File: src/verilog/ppr_defines.svh
// Constants of the peripheral pin remap block.
// How it works
// - Up to 26 remappable pins, count parameterised.
// - Any peripheral I/O reaches any pool pin.
// - Separate input and output mapping register groups.
// - Input and output routing never constrain each other.
// - Hardware protection guards established mapping.
// - Inputs selected per peripheral, outputs per pin.
// - Five-bit selector per peripheral input.
// - Two five-bit output selectors per word.
// - Unused output register bits read zero.
`ifndef PPR_DEFINES_SVH
`define PPR_DEFINES_SVH
`define PPR_MAX_PINS 26
`define PPR_SEL_W 5
`define PPR_REG_W 16
`define PPR_LO_LSB 0
`define PPR_HI_LSB 8
`define PPR_SEL_RESET 5'h00
`define PPR_LOCK_RESET 1'b0
`endif

File: src/verilog/ppr_pkg.sv
// Types shared by the peripheral pin remap block.
`default_nettype none
package ppr_pkg;
  typedef struct packed {
    logic        inWrite;
    logic        outWrite;
    logic [4:0]  index;
    logic [15:0] data;
  } ppr_cfg_wr_t;
endpackage
`default_nettype wire

File: src/verilog/ppr_sel_mux.sv
// One selector-driven multiplexer of the remap fabric.
`include "ppr_defines.svh"
`default_nettype none
module ppr_sel_mux
  import ppr_pkg::*;
#(
  parameter int WIDTH = 26
) (
  input  wire logic [WIDTH-1:0] candidates,
  input  wire logic [4:0]       sel,
  output logic                  chosen
);
  // Codes beyond the pool give a low level.
  always_comb begin
    chosen = 1'b0;
    if (int'(sel) < WIDTH) begin
      chosen = candidates[sel];
    end
  end
endmodule // ppr_sel_mux
`default_nettype wire

File: src/verilog/ppr_remap.sv
// Peripheral pin remap top with both mapping register groups.
`include "ppr_defines.svh"
`default_nettype none
module ppr_remap
  import ppr_pkg::*;
#(
  parameter int NUM_PINS  = `PPR_MAX_PINS,
  parameter int NUM_PIN_IN = 25,
  parameter int NUM_FUNCS = 31
) (
  input  wire logic                  clock,
  input  wire logic                  rst,
  input  wire ppr_cfg_wr_t           cfgWr,
  input  wire logic                  lockSet,
  input  wire logic                  lockClear,
  input  wire logic [4:0]            rdIndex,
  output logic [15:0]                inRdData,
  output logic [15:0]                outRdData,
  output logic                       locked,
  input  wire logic [NUM_PINS-1:0]   pinIn,
  output logic [NUM_PIN_IN-1:0]      periphIn,
  input  wire logic [NUM_FUNCS:1]    periphOut,
  output logic [NUM_PINS-1:0]        pinOut,
  output logic [NUM_PINS-1:0]        pinOutEn
);
  localparam int OUT_REGS = (NUM_PINS + 1) / 2;

  // =========================================================
  // Register state
  logic [4:0]          inSel_reg  [NUM_PIN_IN];
  logic [4:0]          outSel_reg [2*OUT_REGS];
  logic                lock_reg;
  logic [NUM_PINS-1:0] pinS1_reg;
  logic [NUM_PINS-1:0] pinS2_reg;
  logic [NUM_PINS-1:0] pinS3_reg;
  logic [NUM_PINS-1:0] pinClean_reg;

  // =========================================================
  // Lock flag
  // lock flag control
  always_ff @(posedge clock) begin
    if (rst) begin
      lock_reg <= `PPR_LOCK_RESET;
    end else if (lockSet) begin
      lock_reg <= 1'b1;
    end else if (lockClear) begin
      lock_reg <= 1'b0;
    end
  end
  assign locked = lock_reg;

  // =========================================================
  // Input mapping group
  // per-input selectors
  always_ff @(posedge clock) begin
    if (rst) begin
      for (int i = 0; i < NUM_PIN_IN; i++) begin
        inSel_reg[i] <= `PPR_SEL_RESET;
      end
    end else if (cfgWr.inWrite && !lock_reg &&
                 int'(cfgWr.index) < NUM_PIN_IN) begin
      inSel_reg[cfgWr.index] <= cfgWr.data[`PPR_SEL_W-1:0];
    end
  end

  // =========================================================
  // Output mapping group
  // paired output selectors
  always_ff @(posedge clock) begin
    if (rst) begin
      for (int i = 0; i < 2*OUT_REGS; i++) begin
        outSel_reg[i] <= `PPR_SEL_RESET;
      end
    end else if (cfgWr.outWrite && !lock_reg &&
                 int'(cfgWr.index) < OUT_REGS) begin
      outSel_reg[2*cfgWr.index] <=
        cfgWr.data[`PPR_LO_LSB +: `PPR_SEL_W];
      outSel_reg[2*cfgWr.index+1] <=
        cfgWr.data[`PPR_HI_LSB +: `PPR_SEL_W];
    end
  end

  // =========================================================
  // Readback
  // unused bits read zero
  always_ff @(posedge clock) begin
    if (rst) begin
      inRdData  <= 16'h0000;
      outRdData <= 16'h0000;
    end else begin
      inRdData  <= 16'h0000;
      outRdData <= 16'h0000;
      if (int'(rdIndex) < NUM_PIN_IN) begin
        inRdData[4:0] <= inSel_reg[rdIndex];
      end
      if (int'(rdIndex) < OUT_REGS) begin
        outRdData[`PPR_LO_LSB +: `PPR_SEL_W] <= outSel_reg[2*rdIndex];
        outRdData[`PPR_HI_LSB +: `PPR_SEL_W] <= outSel_reg[2*rdIndex+1];
      end
    end
  end

  // =========================================================
  // Pin input synchroniser
  always_ff @(posedge clock) begin
    if (rst) begin
      pinS1_reg    <= '0;
      pinS2_reg    <= '0;
      pinS3_reg    <= '0;
      pinClean_reg <= '0;
    end else begin
      pinS1_reg <= pinIn;
      pinS2_reg <= pinS1_reg;
      pinS3_reg <= pinS2_reg;
      for (int i = 0; i < NUM_PINS; i++) begin
        if (pinS2_reg[i] == pinS3_reg[i]) begin
          pinClean_reg[i] <= pinS3_reg[i];
        end
      end
    end
  end

  // =========================================================
  // Routing fabric
  // independent input routing
  for (genvar g = 0; g < NUM_PIN_IN; g++) begin : gIn
    ppr_sel_mux #(.WIDTH(NUM_PINS)) uMux (
      .candidates (pinClean_reg),
      .sel        (inSel_reg[g]),
      .chosen     (periphIn[g])
    );
  end

  for (genvar p = 0; p < NUM_PINS; p++) begin : gOut
    logic [NUM_FUNCS:0] funcs;
    logic               drive;
    assign funcs = {periphOut, 1'b0};
    always_ff @(posedge clock) begin
      if (rst) begin
        pinOut[p]   <= 1'b0;
        pinOutEn[p] <= 1'b0;
      end else begin
        pinOut[p]   <= drive;
        pinOutEn[p] <= (outSel_reg[p] != 5'h00) &&
                       (int'(outSel_reg[p]) <= NUM_FUNCS);
      end
    end
    ppr_sel_mux #(.WIDTH(NUM_FUNCS+1)) uMux (
      .candidates (funcs),
      .sel        (outSel_reg[p]),
      .chosen     (drive)
    );
  end

  // =========================================================
  // Assertions
  AST_LOCK_HOLDS_IN: assert property (@(posedge clock) disable iff (rst)
    (lock_reg && !lockClear) |=> $stable(inSel_reg[0]))
    else $error("Input selector changed while locked.");
  AST_LOCK_HOLDS_OUT: assert property (@(posedge clock) disable iff (rst)
    (lock_reg && !lockClear) |=> $stable(outSel_reg[0]))
    else $error("Output selector changed while locked.");
  AST_IN_WRITE: assert property (@(posedge clock) disable iff (rst)
    (cfgWr.inWrite && !lock_reg && cfgWr.index == 5'h00)
    |=> inSel_reg[0] == $past(cfgWr.data[4:0]))
    else $error("Input selector write lost.");
  AST_OUT_WRITE: assert property (@(posedge clock) disable iff (rst)
    (cfgWr.outWrite && !lock_reg && cfgWr.index == 5'h00)
    |=> outSel_reg[1] == $past(cfgWr.data[12:8]))
    else $error("Upper output selector write lost.");
  AST_ZERO_BITS: assert property (@(posedge clock) disable iff (rst)
    outRdData[15:13] == 3'h0 && outRdData[7:5] == 3'h0)
    else $error("Unused output bits not zero.");
  AST_OUT_IDLE: assert property (@(posedge clock) disable iff (rst)
    (outSel_reg[0] == 5'h00) |=> !pinOutEn[0])
    else $error("Unassigned pin driven.");
  AST_IN_ROUTE: assert property (@(posedge clock) disable iff (rst)
    (inSel_reg[0] == 5'h01 && $stable(inSel_reg[0]))
    |-> periphIn[0] == pinClean_reg[1])
    else $error("Input route wrong.");
  AST_SEPARATE: assert property (@(posedge clock) disable iff (rst)
    (cfgWr.inWrite && !cfgWr.outWrite) |=> $stable(outSel_reg[0]))
    else $error("Input write disturbed output map.");
  COV_LOCKED_WRITE: cover property (@(posedge clock)
    lock_reg && cfgWr.inWrite);
  COV_OUT_DRIVE: cover property (@(posedge clock) pinOutEn[0]);
  COV_UNLOCK: cover property (@(posedge clock) lock_reg && lockClear);
endmodule // ppr_remap
`default_nettype wire

File: config.mk
export PLATFORM = sky130hd
export DESIGN_NAME = ppr_remap
export DESIGN_NICKNAME = d
export VERILOG_FILES = /design/src/verilog/ppr_pkg.sv /design/src/verilog/ppr_sel_mux.sv /design/src/verilog/ppr_remap.sv
export VERILOG_INCLUDE_DIRS = /design/src /design/src/verilog
export SDC_FILE = /design/constraint.sdc
export NUM_CORES = 1
export LEC_CHECK = 0
export ABC_AREA = 1
export BUFFER_PORTS_ARGS = -buffer_cell sky130_fd_sc_hd__buf_2
export CAP_MARGIN = 10
export CORE_MARGIN = 2
export CORE_UTILIZATION = 40
export CTS_CLUSTER_SIZE = 25
export DETAILED_ROUTE_END_ITERATION = 10
export PLACE_DENSITY = 0.58
export SYNTH_ARGS = -nofsm -noshare
export SYNTH_HDL_FRONTEND = slang
export SYNTH_SLANG_ARGS = --single-unit
File: constraint.sdc
create_clock -name clock -period 2.2 [get_ports clock]
set_input_delay 0.22 -clock clock [delete_from_list [all_inputs] [get_ports clock]]
set_output_delay 0.22 -clock clock [all_outputs]
set_load 0.05 [all_outputs]
==> impl_metrics.json <==
{
  "clk_latency_ps": 680,
  "status": "complete, but fails checks",
  "maxCapViolations": 0,
  "netSwitchingPower_w": 0.00761,
  "grt_setup_unrepaired": "true",
  "dp_hpwl_um": 89400,
  "finalHoldViolCount": 0,
  "port-buffer-count": 175,
  "drt-total-wl_um": 145000,
  "dp_cells": 6323,
  "synthFlopType": "edfxtp_1",
  "wire_per_inst_um": 22.0,
  "timing_worst_setup_path_type": "flop to output pin",
  "ys_seq_area_frac": 0.383,
  "crit_chain": "buf_6, buf_12, a21oi_4, o21ai_2, nand3_1, nand2_1, nand2_1, nand2_1, nand2_2, nand2_4, buf_12",
  "powerDensity_nw_per_um2": 598,
  "nets": 5510,
  "utilization": 0.493,
  "yosys_warnings": 0,
  "rr_endpoint": "outSel_reg[16][3]$_SDFFCE_PN0P_",
  "final_common_cell": "nand2_1",
  "crit_fanout": 6,
  "placementRows": 107,
  "path_common_cell": "nand2_1",
  "grt.overflow.total": 0,
  "fp.dieW_um": 296,
  "grt_pass1_wl_um": 210000,
  "synth.distinct_cells": 30,
  "die_h_um": 296,
  "grtUsageTotal": 0.319,
  "post_layout_nonfiller_instances": 6615,
  "skew_ps": 44.6,
  "max_freq_ghz": 0.414,
  "h-tree-depth": 2,
  "crit_buf_inv": 3,
  "slew_viol_final": 0,
  "area_delta_synth_final_pct": 22.8,
  "dr_total_vias": 38000,
  "gp_congestion": 0.956,
  "cts_buffer_depth": 3,
  "clockPowerShare": 0.410,
  "post-route-period-util": 1.10,
  "ir_drop_mv": 0.649,
  "path_delay_family": "buffers and inverters",
  "synth-seq-cells": 492,
  "cts-root-buf": "clkbuf_16",
  "hold_class": "input pin to flop",
  "die_area_um2": 87500,
  "viasPerCell": 5.74,
  "slew_headroom": 0.375,
  "hold_start": "cfgWr[16]",
  "async_flop_share": 0,
  "multi_input_area_um2": 17700,
  "antenna_left": 0,
  "p_int_w": 0.0174,
  "arrival_ps": 2200,
  "cts_tree": "built",
  "switching_share": 0.304,
  "p_seq_frac": 0.418,
  "synthesis.area_um2": 34100,
  "hold_depth": 3,
  "core_um2": 84700,
  "slowest_delay_ps": 430,
  "leakage_nw": 18.2,
  "hold-path-endpoint": "inSel_reg[15][2]$_SDFFCE_PN0P_",
  "start_util": 0.402,
  "fin_setup_tns_ps": -3480,
  "drive_gt1_frac": 0.156,
  "antenna_cells": 0,
  "worst_slack_ps": -218,
  "regToRegStartpoint": "locked$_SDFFE_PP0P_",
  "hold_slack_ps": 59.2,
  "nFillCells": 8504,
  "r2r_cells": 5,
  "avgSynthCellArea_um2": 6.62,
  "syn_inst": 5145,
  "synth_edf_count": 320,
  "grt_max_degree": 98,
  "drc": 0,
  "r2r_slack_ps": 60,
  "first_iter_violations": 4938,
  "path_clk_slew_ps": 70,
  "startpoint_type": "flop",
  "pin_count": 199,
  "cts_inserted_buffers": 59,
  "pre_cts_ws_ps": 137,
  "p_comb_frac": 0.172,
  "cp_slowest_cell": "edfxtp_1",
  "antenna_found_initial": 3,
  "cts_sinks": 492,
  "period_minus_slack_ps": 2420,
  "seq_area_um2": 13100,
  "dr.pass1.iters": 7,
  "first_global_vias": 33600,
  "tightest_slew_ps": 938,
  "cp.required_ps": 1980,
  "final_cell_mix": "nand2_1 (1190), nand3_1 (656), nor2_1 (525)",
  "setup_viol": 25,
  "setup.worst_path.end_class": "output pin",
  "violations": "setup timing"
}
==> Yosys cell counts (3+ instances only) <==
cell      number  share of area
buf_6          7         0.0023
clkbuf_2      13         0.0019
nor2_1       527          0.058
edfxtp_1     320           0.28
buf_2        129          0.019
dfxtp_1      172           0.10
a31oi_1       28         0.0051
nand2_2        8         0.0015
buf_1         16         0.0018
clkbuf_1     271          0.030
o211ai_1     201          0.044
o21ai_1       18         0.0026
inv_1        413          0.046
nand2_1     1212           0.13
nand3_1      660          0.097
nor3_1        19         0.0028
o21ai_0      470          0.069
nand3_2        3        0.00088
buf_4         46          0.010
a211oi_1      18         0.0040
nor2_2         4        0.00073
a21oi_1      481          0.071
inv_2         10         0.0011
clkinv_1      52         0.0057
nand4_1       42         0.0077
==> final cells by class <==
cell class | instances | share of cell area
clock buffers | 73 | 0.0393
clock inverters | 38 | 0.00952
inverters | 476 | 0.0439
multi-input cells | 3776 | 0.423
flip-flops and latches | 492 | 0.313
well taps | 1144 | 0.0342
repair buffers | 616 | 0.137
==> stage by stage <==
step / total power, W / instance area [µm²]
floorplan: 0.0131 / 34400
global placement: 0.0145 / 37200
detailed placement: 0.0146 / 37200
CTS: 0.0250 / 41000
global route: 0.0258 / 41800
finish: 0.0250 / 41800
==> metal layers <==
layer	track usage	up-vias	part of all wire
met1	0.396	17400	0.37
met5	0	-	0.00017
met4	0.187	4	0.073
met2	0.519	2325	0.45
li1	-	17700	-
met3	0.0570	618	0.11
==> worst register-to-register path: stages, from the launching register on <==
cell and delay [ps]:
dfxtp_1 330, nor2_2 320, nand3_1 240, nor2_1 220
nand2_1 230, nand2_1 420
==> worst max path at each step <==
stage | startpoint | to | slack, ps | depth (start not counted)
3_5_place_dp | rst | outSel_reg[17][4]$_SDFFCE_PN0P_ | 140 | 6
2_1_floorplan | locked$_SDFFE_PP0P_ | outSel_reg[20][0]$_SDFFCE_PN0P_ | 300 | 6
5_1_grt | inSel_reg[6][0]$_SDFFCE_PN0P_ | periphIn[6] | -310 | 11
4_1_cts | inSel_reg[5][0]$_SDFFCE_PN0P_ | periphIn[5] | -180 | 11
3_3_place_gp | rst | outSel_reg[17][4]$_SDFFCE_PN0P_ | 150 | 6
6_report | inSel_reg[5][0]$_SDFFCE_PN0P_ | periphIn[5] | -220 | 11
==> logic make-up (layout without fill, tap and decap cells) <==
kind of cell           count (synthesis)  count (layout)  share of synthesized area
AOI/OAI and AO/OA                   1217            1217                      0.196
buffers and inverters                958            1203                      0.117
DFF                                  492             492                      0.383
other                                  1              82                   0.000110
and+or+nand+nor                     2477            2477                      0.303
==> power groups by stage <==
stage | combinational (W) | clock, W | sequential (W)
after floorplan | 0.00229 | 0 | 0.0108
after global placement | 0.00387 | 0 | 0.0107
after detailed placement | 0.00389 | 0 | 0.0107
after CTS | 0.00414 | 0.0104 | 0.0104
after global routing | 0.00460 | 0.0107 | 0.0105
final | 0.00431 | 0.0103 | 0.0104
==> timing repair <==
action	CTS	global route
setup buffers	91	34
setup endpoints to repair	25	25
hold buffers	38	0
gates cloned	11	7
resized for setup	239	175
hold endpoints to repair	92	0
pin swaps	27	61
Power figures use the tool's default switching activity.
